[config.mk]
export PLATFORM = sky130hd
export DESIGN_NAME = two_wire_master
export DESIGN_NICKNAME = d
export VERILOG_FILES = /design/src/twm_pkg.sv /design/src/two_wire_master.sv /design/src/line_sync.sv /design/src/baud_tick.sv
export VERILOG_INCLUDE_DIRS = /design/src /design/src/src
export SDC_FILE = /design/constraint.sdc
export NUM_CORES = 1
export LEC_CHECK = 0
export BUFFER_PORTS_ARGS = -buffer_cell sky130_fd_sc_hd__buf_2
export CAP_MARGIN = 10
export CORE_UTILIZATION = 40
export CTS_CLUSTER_SIZE = 14
export DETAILED_ROUTE_END_ITERATION = 10
export GPL_ROUTABILITY_DRIVEN = 1
export SYNTH_ARGS = -nofsm -noshare
export SYNTH_HDL_FRONTEND = slang
export SYNTH_SLANG_ARGS = --single-unit
[constraint.sdc]
create_clock -name CLK -period 2.8 [get_ports CLK]
set_clock_uncertainty 0.2 [all_clocks]
set_input_delay 0.42 -clock CLK [delete_from_list [all_inputs] [get_ports CLK]]
set_output_delay 0.42 -clock CLK [all_outputs]
set_load 0.05 [all_outputs]
[src/twm_defines.svh]
`ifndef TWM_DEFINES_SVH
`define TWM_DEFINES_SVH

// Register offsets
`define TWM_OFS_CTRL1 4'h3
`define TWM_OFS_CTRL2 4'h4
`define TWM_OFS_STATUS 4'h5
`define TWM_OFS_BAUD 4'h6
`define TWM_OFS_ADDR 4'h7
`define TWM_OFS_DATA 4'h8

// Field positions
`define TWM_CTRL1_ENABLE 0
`define TWM_CTRL2_ACK 2
`define TWM_ST_RIF 7
`define TWM_ST_WIF 6
`define TWM_ST_HOLD 5
`define TWM_ST_LAST_ACK_RECEIVED 4
`define TWM_ST_ARB 3
`define TWM_ST_BERR 2

// Command codes
`define TWM_CMD_NONE 2'h0
`define TWM_CMD_RESTART 2'h1
`define TWM_CMD_NEXT 2'h2
`define TWM_CMD_STOP 2'h3

// Line state codes
`define TWM_LS_UNKNOWN 2'h0
`define TWM_LS_IDLE 2'h1
`define TWM_LS_OWNER 2'h2
`define TWM_LS_BUSY 2'h3

// Reset values
`define TWM_RST_BYTE 8'h00
`define TWM_RST_ACK 1'h0
`define TWM_RST_LINES 2'h3

// Timing counts
`define TWM_LAST_DATA_BIT 4'h7
`define TWM_ACK_SLOT 4'h8
`define TWM_Q_LOW 2'h0
`define TWM_Q_SETTLE 2'h1
`define TWM_Q_RISE 2'h2
`define TWM_Q_HIGH 2'h3

`endif

[src/twm_pkg.sv]
package twm_pkg;

	typedef enum logic [3:0] {
		S_OFF,
		S_IDLE,
		S_WAIT_BUS,
		S_START,
		S_RSTART,
		S_BIT,
		S_ACKOUT,
		S_HOLD,
		S_STOP
	} mst_e;

	typedef enum logic [1:0] {
		N_READ,
		N_RESTART,
		N_STOP
	} nxt_e;

	typedef struct packed {
		logic [3:0] addr;
		logic [7:0] wdata;
		logic wr;
		logic rd;
	} regbus_s;

	typedef struct packed {
		logic [1:0] meta;
		logic [1:0] stable;
	} sync_s;

	typedef struct packed {
		logic [7:0] cnt;
		logic tick;
	} tick_s;

	typedef struct packed {
		mst_e st;
		nxt_e nxt;
		logic [1:0] q;
		logic [3:0] bitn;
		logic [7:0] shift;
		logic [7:0] addr;
		logic [7:0] baud;
		logic [7:0] rdata;
		logic enable;
		logic ack_choice;
		logic ackbit;
		logic rx;
		logic addr_phase;
		logic addr_acked;
		logic lost;
		logic read_done_flag;
		logic write_done_flag;
		logic hold;
		logic last_ack;
		logic arb;
		logic berr;
		logic [1:0] lstate;
		logic scl_oe;
		logic sda_oe;
		logic drive_lvl;
		logic scl_d;
		logic sda_d;
		logic after_start;
	} mst_s;

endpackage : twm_pkg

[src/two_wire_master.sv]
// Contract
// RL1: Commands: none, ack then restart, ack then stop
// RL2: Command two: receive acks and reads, send waits
// RL3: Ack choice and command in one write
// RL4: Flags clear on address, data or command access
// RL5: Read done only after clean read, acked address
// RL6: Read starts on data read or address bit0
// RL7: Writing one clears a status flag
// RL8: Write done set after every write and every address except an acked read address
// RL9: Stretch flag set while SCL held, clears on access
// RL10: Status bit four shows last received ack
// RL11: Arbitration lost on high bit, nack, start
// RL12: Misplaced start or stop sets illegal condition flag
// RL13: Error detection only while enabled, fast clock
// RL14: Line state codes, unknown when off, force idle
// RL15: Baud sets SCL times, change while disabled
// RL16: Address write when unknown flags error, no drive
// RL17: Busy waits idle, start, send, hold, flag
// RL18: Owner restarts at once, ack first after read
// RL19: Read address receives one byte before flag
// RL20: Address write clears all master flags
// RL21: Address register read has no side effect
// RL22: Address bit zero is the direction bit
// RL23: Data write sends byte, ack, write flag
// RL24: Data read sends ack then one byte in
// RL25: Ack choice zero sends ack, resets to ack
// RL26: Open drain lines, sampled on system clock
// RL27: Software aborts or rewrites address after loss
`timescale 1ns/1ps
`include "twm_defines.svh"
module two_wire_master
	import twm_pkg::*;
(
	// Clock and reset
	input wire logic CLK,
	input wire logic RST,
	// Register port
	input wire regbus_s BUS,
	output logic [7:0] RDATA,
	// Clock line
	input wire logic SCL_I,
	output logic SCL_O,
	output logic SCL_OE,
	// Data line
	input wire logic SDA_I,
	output logic SDA_O,
	output logic SDA_OE
);

	mst_s s_q, s_d;
	logic [1:0] lines_s;
	logic scl_s, sda_s, tick, tick_clr;
	logic start_cond, stop_cond, foreign, abort;
	logic wr_ctl1, wr_ctl2, wr_stat, wr_baud, wr_addr, wr_data, rd_data;
	logic ack_now;
	logic [1:0] cmd;

	// Line sampling
	line_sync u_sync (
		.clk(CLK),
		.rst(RST),
		.din({SCL_I, SDA_I}),
		.dout(lines_s)
	);
	assign scl_s = lines_s[1];
	assign sda_s = lines_s[0];

	// Quarter bit timing
	baud_tick u_tick (
		.clk(CLK),
		.rst(RST),
		.clr(tick_clr),
		.baud(s_q.baud),
		.tick(tick)
	);
	assign tick_clr = (s_q.st == S_OFF) || (s_q.st == S_IDLE) || (s_q.st == S_WAIT_BUS) || (s_q.st == S_HOLD);

	// Register decode
	assign wr_ctl1 = BUS.wr && (BUS.addr == `TWM_OFS_CTRL1);
	assign wr_ctl2 = BUS.wr && (BUS.addr == `TWM_OFS_CTRL2);
	assign wr_stat = BUS.wr && (BUS.addr == `TWM_OFS_STATUS);
	assign wr_baud = BUS.wr && (BUS.addr == `TWM_OFS_BAUD);
	assign wr_addr = BUS.wr && (BUS.addr == `TWM_OFS_ADDR);
	assign wr_data = BUS.wr && (BUS.addr == `TWM_OFS_DATA);
	assign rd_data = BUS.rd && (BUS.addr == `TWM_OFS_DATA);
	assign cmd = BUS.wdata[1:0];
	assign ack_now = wr_ctl2 ? BUS.wdata[`TWM_CTRL2_ACK] : s_q.ack_choice; // RL3

	// Conditions seen on the lines
	assign start_cond = s_q.scl_d && scl_s && s_q.sda_d && !sda_s; // RL26
	assign stop_cond = s_q.scl_d && scl_s && !s_q.sda_d && sda_s;
	assign foreign = (s_q.st == S_BIT) || (s_q.st == S_ACKOUT);
	assign abort = s_q.enable && foreign && (start_cond || stop_cond); // RL12

	always_comb begin
		s_d = s_q;
		s_d.scl_d = scl_s;
		s_d.sda_d = sda_s;
		s_d.rdata = `TWM_RST_BYTE;
		s_d.drive_lvl = 1'b0;

		// Register reads
		if (BUS.rd) begin
			unique case (BUS.addr)
				`TWM_OFS_CTRL1: s_d.rdata = {7'h00, s_q.enable};
				`TWM_OFS_CTRL2: s_d.rdata = {5'h00, s_q.ack_choice, 2'h0};
				`TWM_OFS_STATUS: s_d.rdata = {s_q.read_done_flag, s_q.write_done_flag, s_q.hold, s_q.last_ack, s_q.arb, s_q.berr,
						s_q.lstate};
				`TWM_OFS_BAUD: s_d.rdata = s_q.baud;
				`TWM_OFS_ADDR: s_d.rdata = s_q.addr; // RL21
				`TWM_OFS_DATA: s_d.rdata = s_q.shift;
				default: s_d.rdata = `TWM_RST_BYTE;
			endcase
		end

		// Register writes and flag clears
		if (wr_ctl1) begin
			s_d.enable = BUS.wdata[`TWM_CTRL1_ENABLE];
		end
		if (wr_ctl2) begin
			s_d.ack_choice = BUS.wdata[`TWM_CTRL2_ACK]; // RL25
		end
		if (wr_baud) begin
			s_d.baud = BUS.wdata; // RL15
		end
		if (wr_stat) begin
			if (BUS.wdata[`TWM_ST_RIF]) s_d.read_done_flag = 1'b0; // RL7
			if (BUS.wdata[`TWM_ST_WIF]) s_d.write_done_flag = 1'b0; // RL7
			if (BUS.wdata[`TWM_ST_HOLD]) s_d.hold = 1'b0; // RL9
			if (BUS.wdata[`TWM_ST_ARB]) s_d.arb = 1'b0; // RL7
			if (BUS.wdata[`TWM_ST_BERR]) s_d.berr = 1'b0; // RL7
			if (BUS.wdata[1:0] == `TWM_LS_IDLE && s_q.enable) s_d.lstate = `TWM_LS_IDLE; // RL14
		end
		if (wr_addr) begin
			s_d.addr = BUS.wdata;
			s_d.read_done_flag = 1'b0; // RL20
			s_d.write_done_flag = 1'b0; // RL20
			s_d.hold = 1'b0; // RL9
			s_d.arb = 1'b0; // RL20
			s_d.berr = 1'b0; // RL20
		end
		if (wr_data || rd_data || (wr_ctl2 && cmd != `TWM_CMD_NONE)) begin
			s_d.read_done_flag = 1'b0; // RL4
			s_d.write_done_flag = 1'b0; // RL4
			s_d.hold = 1'b0; // RL9
		end

		// Line state tracker
		if (s_q.enable) begin
			if (start_cond) s_d.after_start = 1'b1;
			else if (s_q.scl_d && !scl_s) s_d.after_start = 1'b0;
			if (stop_cond) begin
				s_d.lstate = `TWM_LS_IDLE;
				if (s_q.after_start) s_d.berr = 1'b1; // RL12 RL13
			end else if (start_cond && s_q.lstate != `TWM_LS_OWNER && s_q.st != S_START
					&& s_q.st != S_RSTART) begin
				s_d.lstate = `TWM_LS_BUSY;
			end
		end

		if (abort) begin
			s_d.berr = 1'b1; // RL12
			s_d.write_done_flag = 1'b1; // RL8
			s_d.st = S_IDLE;
			s_d.scl_oe = 1'b0;
			s_d.sda_oe = 1'b0;
		end else begin
			// Address write starts or restarts a transfer
			if (wr_addr && s_q.enable && (s_q.st == S_IDLE || s_q.st == S_HOLD || s_q.st == S_WAIT_BUS)) begin
				s_d.shift = BUS.wdata;
				s_d.rx = 1'b0;
				s_d.addr_phase = 1'b1;
				s_d.addr_acked = 1'b0;
				s_d.lost = 1'b0;
				s_d.q = `TWM_Q_LOW;
				unique case (s_q.lstate)
					`TWM_LS_UNKNOWN: begin
						s_d.write_done_flag = 1'b1; // RL16
						s_d.berr = 1'b1; // RL16
						s_d.st = S_IDLE;
					end
					`TWM_LS_OWNER: begin
						if (s_q.st == S_HOLD && s_q.rx) begin
							s_d.ackbit = s_q.ack_choice; // RL18
							s_d.nxt = N_RESTART;
							s_d.st = S_ACKOUT;
						end else begin
							s_d.st = S_RSTART; // RL18
						end
					end
					`TWM_LS_IDLE: s_d.st = S_START;
					`TWM_LS_BUSY: s_d.st = S_WAIT_BUS; // RL17
				endcase
			end else begin
				unique case (s_q.st)
					S_OFF: begin
						if (s_q.enable) s_d.st = S_IDLE;
					end
					S_IDLE: begin
						s_d.scl_oe = 1'b0;
						s_d.sda_oe = 1'b0;
					end
					S_WAIT_BUS: begin
						if (s_q.lstate == `TWM_LS_IDLE) s_d.st = S_START; // RL17
					end
					S_RSTART: begin
						if (tick && s_q.q == `TWM_Q_LOW) begin
							s_d.sda_oe = 1'b0;
							s_d.q = `TWM_Q_SETTLE;
						end else if (tick && s_q.q == `TWM_Q_SETTLE) begin
							s_d.scl_oe = 1'b0;
							s_d.q = `TWM_Q_RISE;
						end else if (tick && s_q.q == `TWM_Q_RISE && scl_s) begin
							s_d.st = S_START;
							s_d.q = `TWM_Q_LOW;
						end
					end
					S_START: begin
						if (tick && s_q.q == `TWM_Q_LOW) begin
							if (!sda_s || !scl_s) begin
								s_d.arb = 1'b1; // RL11
								s_d.write_done_flag = 1'b1;
								s_d.lstate = `TWM_LS_BUSY;
								s_d.st = S_IDLE;
							end else begin
								s_d.sda_oe = 1'b1;
								s_d.q = `TWM_Q_SETTLE;
							end
						end else if (tick && s_q.q == `TWM_Q_SETTLE) begin
							s_d.scl_oe = 1'b1;
							s_d.lstate = `TWM_LS_OWNER; // RL14
							s_d.st = S_BIT;
							s_d.bitn = 4'h0;
							s_d.q = `TWM_Q_LOW;
						end
					end
					S_BIT, S_ACKOUT: begin
						if (tick && s_q.q == `TWM_Q_LOW) begin
							if (s_q.st == S_ACKOUT) s_d.sda_oe = !s_q.ackbit; // RL25
							else s_d.sda_oe = !s_q.rx && s_q.bitn <= `TWM_LAST_DATA_BIT && !s_q.shift[7]
									&& !s_q.lost;
							s_d.q = `TWM_Q_SETTLE;
						end else if (tick && s_q.q == `TWM_Q_SETTLE) begin
							s_d.scl_oe = 1'b0;
							s_d.q = `TWM_Q_RISE;
						end else if (tick && s_q.q == `TWM_Q_RISE && scl_s) begin
							s_d.q = `TWM_Q_HIGH;
						end else if (tick && s_q.q == `TWM_Q_HIGH) begin
							s_d.scl_oe = 1'b1;
							s_d.q = `TWM_Q_LOW;
							s_d.bitn = s_q.bitn + 4'h1;
							if (s_q.st == S_ACKOUT) begin
								// SDA kept past the SCL fall, released in the next low quarter except before a stop
								if (s_q.ackbit && !sda_s) begin
									s_d.arb = 1'b1; // RL11
									s_d.write_done_flag = 1'b1; // RL24
									s_d.lstate = `TWM_LS_BUSY;
									s_d.scl_oe = 1'b0;
									s_d.st = S_IDLE;
								end else begin
									unique case (s_q.nxt)
										N_READ: begin
											s_d.st = S_BIT; // RL24
											s_d.rx = 1'b1;
											s_d.bitn = 4'h0;
										end
										N_RESTART: begin
											s_d.st = S_RSTART;
											s_d.shift = s_q.addr;
											s_d.rx = 1'b0;
											s_d.addr_phase = 1'b1;
											s_d.addr_acked = 1'b0;
										end
										N_STOP: s_d.st = S_STOP;
										default: s_d.st = S_IDLE;
									endcase
								end
							end else if (s_q.rx) begin
								s_d.shift = {s_q.shift[6:0], sda_s};
								if (s_q.bitn == `TWM_LAST_DATA_BIT) begin
									if (s_q.lost || !s_q.addr_acked) s_d.write_done_flag = 1'b1;
									else s_d.read_done_flag = 1'b1; // RL5
									s_d.hold = 1'b1; // RL9
									s_d.st = S_HOLD;
								end
							end else if (s_q.bitn <= `TWM_LAST_DATA_BIT) begin
								s_d.shift = {s_q.shift[6:0], sda_s};
								if ((s_q.shift[7] || s_q.lost) && !sda_s) begin
									s_d.lost = 1'b1;
									s_d.arb = 1'b1; // RL11
								end
							end else begin
								s_d.sda_oe = 1'b0;
								s_d.last_ack = sda_s; // RL10
								s_d.addr_phase = 1'b0;
								if (s_q.addr_phase && s_q.addr[0] && !sda_s && !s_q.lost) begin
									s_d.addr_acked = 1'b1; // RL22
									s_d.rx = 1'b1; // RL19
									s_d.bitn = 4'h0;
								end else begin
									s_d.write_done_flag = 1'b1; // RL8 RL23
									if (s_q.lost) begin
										s_d.scl_oe = 1'b0;
										s_d.lstate = `TWM_LS_BUSY;
										s_d.st = S_IDLE;
									end else begin
										s_d.hold = 1'b1; // RL17
										s_d.st = S_HOLD;
									end
								end
							end
						end
					end
					S_HOLD: begin
						s_d.scl_oe = 1'b1;
						if (rd_data && s_q.rx) begin
							s_d.ackbit = s_q.ack_choice; // RL6 RL24
							s_d.nxt = N_READ;
							s_d.st = S_ACKOUT;
						end else if (wr_data) begin
							s_d.shift = BUS.wdata; // RL23
							s_d.rx = 1'b0;
							s_d.lost = 1'b0;
							s_d.bitn = 4'h0;
							s_d.st = S_BIT;
						end else if (wr_ctl2 && cmd != `TWM_CMD_NONE) begin
							s_d.ackbit = ack_now; // RL3
							unique case (cmd)
								`TWM_CMD_RESTART: s_d.nxt = N_RESTART; // RL1
								`TWM_CMD_NEXT: s_d.nxt = N_READ; // RL2
								`TWM_CMD_STOP: s_d.nxt = N_STOP; // RL1
								default: s_d.nxt = s_q.nxt;
							endcase
							if (s_q.rx) begin
								s_d.st = S_ACKOUT;
							end else if (cmd == `TWM_CMD_RESTART) begin
								s_d.shift = s_q.addr;
								s_d.addr_phase = 1'b1;
								s_d.addr_acked = 1'b0;
								s_d.st = S_RSTART;
							end else if (cmd == `TWM_CMD_STOP) begin
								s_d.st = S_STOP;
							end
						end
					end
					S_STOP: begin
						if (tick && s_q.q == `TWM_Q_LOW) begin
							s_d.sda_oe = 1'b1;
							s_d.q = `TWM_Q_SETTLE;
						end else if (tick && s_q.q == `TWM_Q_SETTLE) begin
							s_d.scl_oe = 1'b0;
							s_d.q = `TWM_Q_RISE;
						end else if (tick && s_q.q == `TWM_Q_RISE && scl_s) begin
							s_d.sda_oe = 1'b0;
							s_d.q = `TWM_Q_HIGH;
						end else if (tick && s_q.q == `TWM_Q_HIGH) begin
							s_d.lstate = `TWM_LS_IDLE;
							s_d.st = S_IDLE;
						end
					end
					default: s_d.st = S_OFF;
				endcase
			end
		end

		// Disabled master releases the lines
		if (!s_d.enable) begin
			s_d.st = S_OFF;
			s_d.lstate = `TWM_LS_UNKNOWN; // RL14
			s_d.scl_oe = 1'b0;
			s_d.sda_oe = 1'b0;
			s_d.after_start = 1'b0;
		end
	end

	always_ff @(posedge CLK) begin
		if (RST) begin
			s_q <= '0;
			s_q.ack_choice <= `TWM_RST_ACK; // RL25
			s_q.scl_d <= 1'b1;
			s_q.sda_d <= 1'b1;
		end else begin
			s_q <= s_d;
		end
	end

	assign RDATA = s_q.rdata;
	assign SCL_O = s_q.drive_lvl; // RL26
	assign SCL_OE = s_q.scl_oe;
	assign SDA_O = s_q.drive_lvl;
	assign SDA_OE = s_q.sda_oe;
endmodule : two_wire_master

[src/line_sync.sv]
`timescale 1ns/1ps
`include "twm_defines.svh"
module line_sync
	import twm_pkg::*;
(
	// Clock and reset
	input wire logic clk,
	input wire logic rst,
	// Lines
	input wire logic [1:0] din,
	output logic [1:0] dout
);

	sync_s y_q, y_d;

	always_comb begin
		y_d.meta = din;
		y_d.stable = y_q.meta;
	end

	always_ff @(posedge clk) begin
		if (rst) begin
			y_q <= {`TWM_RST_LINES, `TWM_RST_LINES};
		end else begin
			y_q <= y_d;
		end
	end

	assign dout = y_q.stable;

endmodule : line_sync

[src/baud_tick.sv]
`timescale 1ns/1ps
`include "twm_defines.svh"
module baud_tick
	import twm_pkg::*;
(
	// Clock and reset
	input wire logic clk,
	input wire logic rst,
	// Control
	input wire logic clr,
	input wire logic [7:0] baud,
	// Quarter bit pulse
	output logic tick
);

	tick_s t_q, t_d;

	always_comb begin
		t_d = t_q;
		t_d.tick = 1'b0;
		if (clr) begin
			t_d.cnt = `TWM_RST_BYTE;
		end else if (t_q.cnt == baud) begin
			t_d.cnt = `TWM_RST_BYTE;
			t_d.tick = 1'b1;
		end else begin
			t_d.cnt = t_q.cnt + 8'h01;
		end
	end

	always_ff @(posedge clk) begin
		if (rst) begin
			t_q <= '0;
		end else begin
			t_q <= t_d;
		end
	end

	assign tick = t_q.tick;

endmodule : baud_tick

==> results.json <==
{
  "outcome": "finished clean",
  "hold_path_end": "u_sync.y_d[0]",
  "synth.ff_latch_count": 77,
  "arrival_time_worst_endpoint_ns": 2.63,
  "grt.total_usage": 0.286,
  "path_max_fanout": 10,
  "ctsHtreeMaxLevel": 3,
  "synth_flop_cell": "sky130_fd_sc_hd__dfxtp_1",
  "timing.reg2reg.worst_path_depth": 7,
  "drt_wl_total_um": 18300,
  "max-cap-violations": 0,
  "flow.area_growth_from_synthesis_pct": 15.1,
  "mappedNetlistArea_mm2": 0.00527,
  "data_required_time_at_the_worst_endpoint_ns": 2.85,
  "tritoncts": "yes",
  "synth.top_cells.by_area": "sky130_fd_sc_hd__dfxtp_1 (29%), sky130_fd_sc_hd__nor2_1 (6.2%), sky130_fd_sc_hd__mux2i_1 (4.7%)",
  "ys_warns": 0,
  "fp-row-count": 41,
  "layout_worst_path_cycle_share": 0.922,
  "finalSetupViolations": 0,
  "detail_route.iter0.violations": 605,
  "source_to_sink_clock_delay_at_the_later_pin_of_the_worst_skew_pair_ns": 0.36,
  "cts.reportedPaths.clkPinSlew_ns": 0.07,
  "leakage_nw": 2.22,
  "layout.cell_area.non_filler_mm2": 0.00606,
  "synthDominantCellAreaShare": 0.293,
  "synthArstFlopShare": 0,
  "drt_first_pass_iters": 7,
  "hp-class": "in -> reg",
  "crit_type": "reg -> reg",
  "yosysSeqAreaShare": 0.293,
  "overflow": 0,
  "die_width_um": 117,
  "numCtsBuffers": 9,
  "fmax_ghz": 0.387,
  "initial_core_utilization": 0.414,
  "crit_path_end_kind": "register",
  "layout-drive-gt1-share": 0.168,
  "ant_nets": 0,
  "grt_first_pass_wirelength_um": 29000,
  "worst_reg2reg_path_endpoint": "s_q[56]",
  "unrepaired_setup_endpoints_after_global_routing": "false",
  "cts_setup_buffers": 0,
  "vias": 5447,
  "clockBufferDepth": 2,
  "slew_headroom": 0.522,
  "synth_largest_area_cell": "sky130_fd_sc_hd__dfxtp_1",
  "postSynthAreaPerCell_um2": 7.79,
  "post_dp_cell_area_mm2": 0.00575,
  "power-per-cell-area_mw_per_mm2": 410,
  "maximum_number_of_pins_on_one_net_before_global_route_repair": 48,
  "count_of_input_and_output_buffers": 27,
  "design.portCount": 30,
  "nets": 733,
  "hold_path.startpoint": "SDA_I",
  "synth_edf_count": 0,
  "post_synth_num_cell_types": 86,
  "design.die.area_mm2": 0.0136,
  "dieHeight_um": 117,
  "start_kind": "register",
  "post_drt_wl_per_cell_um": 20.7,
  "antenna-diode-count": 0,
  "regToRegStartpoint": "s_q[61]",
  "core_area_mm2": 0.0127,
  "most_common_cell_after_layout_fill_and_taps_aside": "sky130_fd_sc_hd__nor2_1",
  "ctsHoldBuffers": 0,
  "worst_hold_path.num_cells": 2,
  "regToRegSetupSlack_ns": 0.22,
  "worst_pin_slew_ns": 0.717,
  "count_of_instances_resized_after_the_clock_tree_is_built": 0,
  "synthCells": 676,
  "ir_worst_vdd_uv": 307,
  "finalMaxSlewViolations": 0,
  "dr_vias_cell": 6.14,
  "final_wtd_congestion": 0.917,
  "drcViolationCount": 0,
  "cts_root_buffer": "sky130_fd_sc_hd__clkbuf_16",
  "grt_antenna_before_repair": 0,
  "place_hpwl_um": 13800,
  "number_of_global_route_vias_before_repair": 5106,
  "min_period_ns": 2.58,
  "clkSinkCount": 77,
  "hold_viol": 0,
  "final_cell_mix": "sky130_fd_sc_hd__nor2_1 (87), sky130_fd_sc_hd__dfxtp_1 (77), sky130_fd_sc_hd__buf_4 (49)",
  "fin_setup_tns_ns": 0
}
==> logic make-up after synthesis <==
group | share of synthesized area
DFF | 0.293
buffers and inverters | 0.0781
and+or+nand+nor | 0.267
AOI/OAI and AO/OA | 0.261
xor gates and xnor gates | 0.0347
adders and majority gates | 0.0138
muxes | 0.0518
other | 0.000712
==> worst max-delay path, cell delays in order, from the launching register on <==
cell	delay, ns
sky130_fd_sc_hd__dfxtp_1	0.60
sky130_fd_sc_hd__buf_4	0.23
sky130_fd_sc_hd__xnor2_1	0.09
sky130_fd_sc_hd__a21o_1	0.23
sky130_fd_sc_hd__a21oi_1	0.44
sky130_fd_sc_hd__and3b_1	0.31
sky130_fd_sc_hd__o21ai_0	0.11
sky130_fd_sc_hd__a31o_2	0.24
==> worst max path at each step <==
| stage | end | start | depth (start not counted) |
|---|---|---|---|
| global route | s_q[47] | s_q[62] | 6 |
| detailed placement | s_q[50] | BUS[11] | 7 |
| CTS | s_q[50] | s_q[62] | 6 |
| global placement | s_q[56] | BUS[11] | 8 |
| floorplan | s_q[47] | BUS[13] | 8 |
| finish | s_q[56] | s_q[61] | 7 |
==> report_power, final <==
| group | internal, mW | total (mW) | switching (mW) |
|---|---|---|---|
| Sequential | 1.10 | 1.11 | 0.00837 |
| Clock | 0.725 | 1.25 | 0.524 |
| Combinational | 0.0402 | 0.127 | 0.0865 |
| Total | 1.87 | 2.49 | 0.619 |
==> state kept, by name, indices dropped and copies added, names as in the netlist <==
name	cells
u_sync.y_d	2
s_q	54
u_tick.tick	1
u_sync.dout	2
SCL_OE	1
RDATA	8
SDA_OE	1
u_tick.t_q	8
==> per-stage QoR <==
step | setup slack [ns] | utilization | total power [mW] | hold WS (ns) | cells
finish | 0.219 | 0.476 | 2.49 | 0.0452 | 887
global route | 0.103 | 0.476 | 2.55 | 0.0461 | 887
global placement | 0.211 | 0.452 | 1.26 | 0.190 | 871
CTS | 0.259 | 0.476 | 2.49 | 0.0390 | 887
floorplan | 0.457 | - | 1.21 | 0.189 | 677
detailed placement | 0.216 | 0.452 | 1.26 | 0.197 | 871
==> routing by layer <==
| layer | track usage | vias up | routed length (um) |
|---|---|---|---|
| li1 | - | 2548 | - |
| met1 | 0.406 | 2591 | 8250 |
| met2 | 0.409 | 271 | 7740 |
| met3 | 0.0726 | 37 | 1900 |
| met4 | 0.115 | 0 | 455 |
| met5 | 0 | - | 0 |
==> synthesized netlist by cell type, drive strengths merged (5+ instances only) <==
library cell,number
nor2,87
o22ai,15
nand3,24
dfxtp,77
o21ai,22
a21oi,41
ha,5
or2,7
a211oi,6
xnor2,6
clkbuf,28
a22oi,5
nor3b,8
and3b,5
nand2b,14
nand4,8
o31ai,13
a221oi,17
a31oi,7
xor2,14
and3,8
a32oi,8
nand3b,7
nor3,17
nor2b,10
buf,28
o2111ai,5
mux2i,25
inv,35
nand2,44
==> area by class of cell <==
cell class	count	area [um2]
inverters	36	135
repair buffers	78	543
clock buffers	11	243
well taps	172	215
fillers	1298	6660
flip-flops and latches	77	1540
clock inverters	5	65.1
multi-input cells	508	3320
Note: power is estimated with default switching activity, not from simulation.
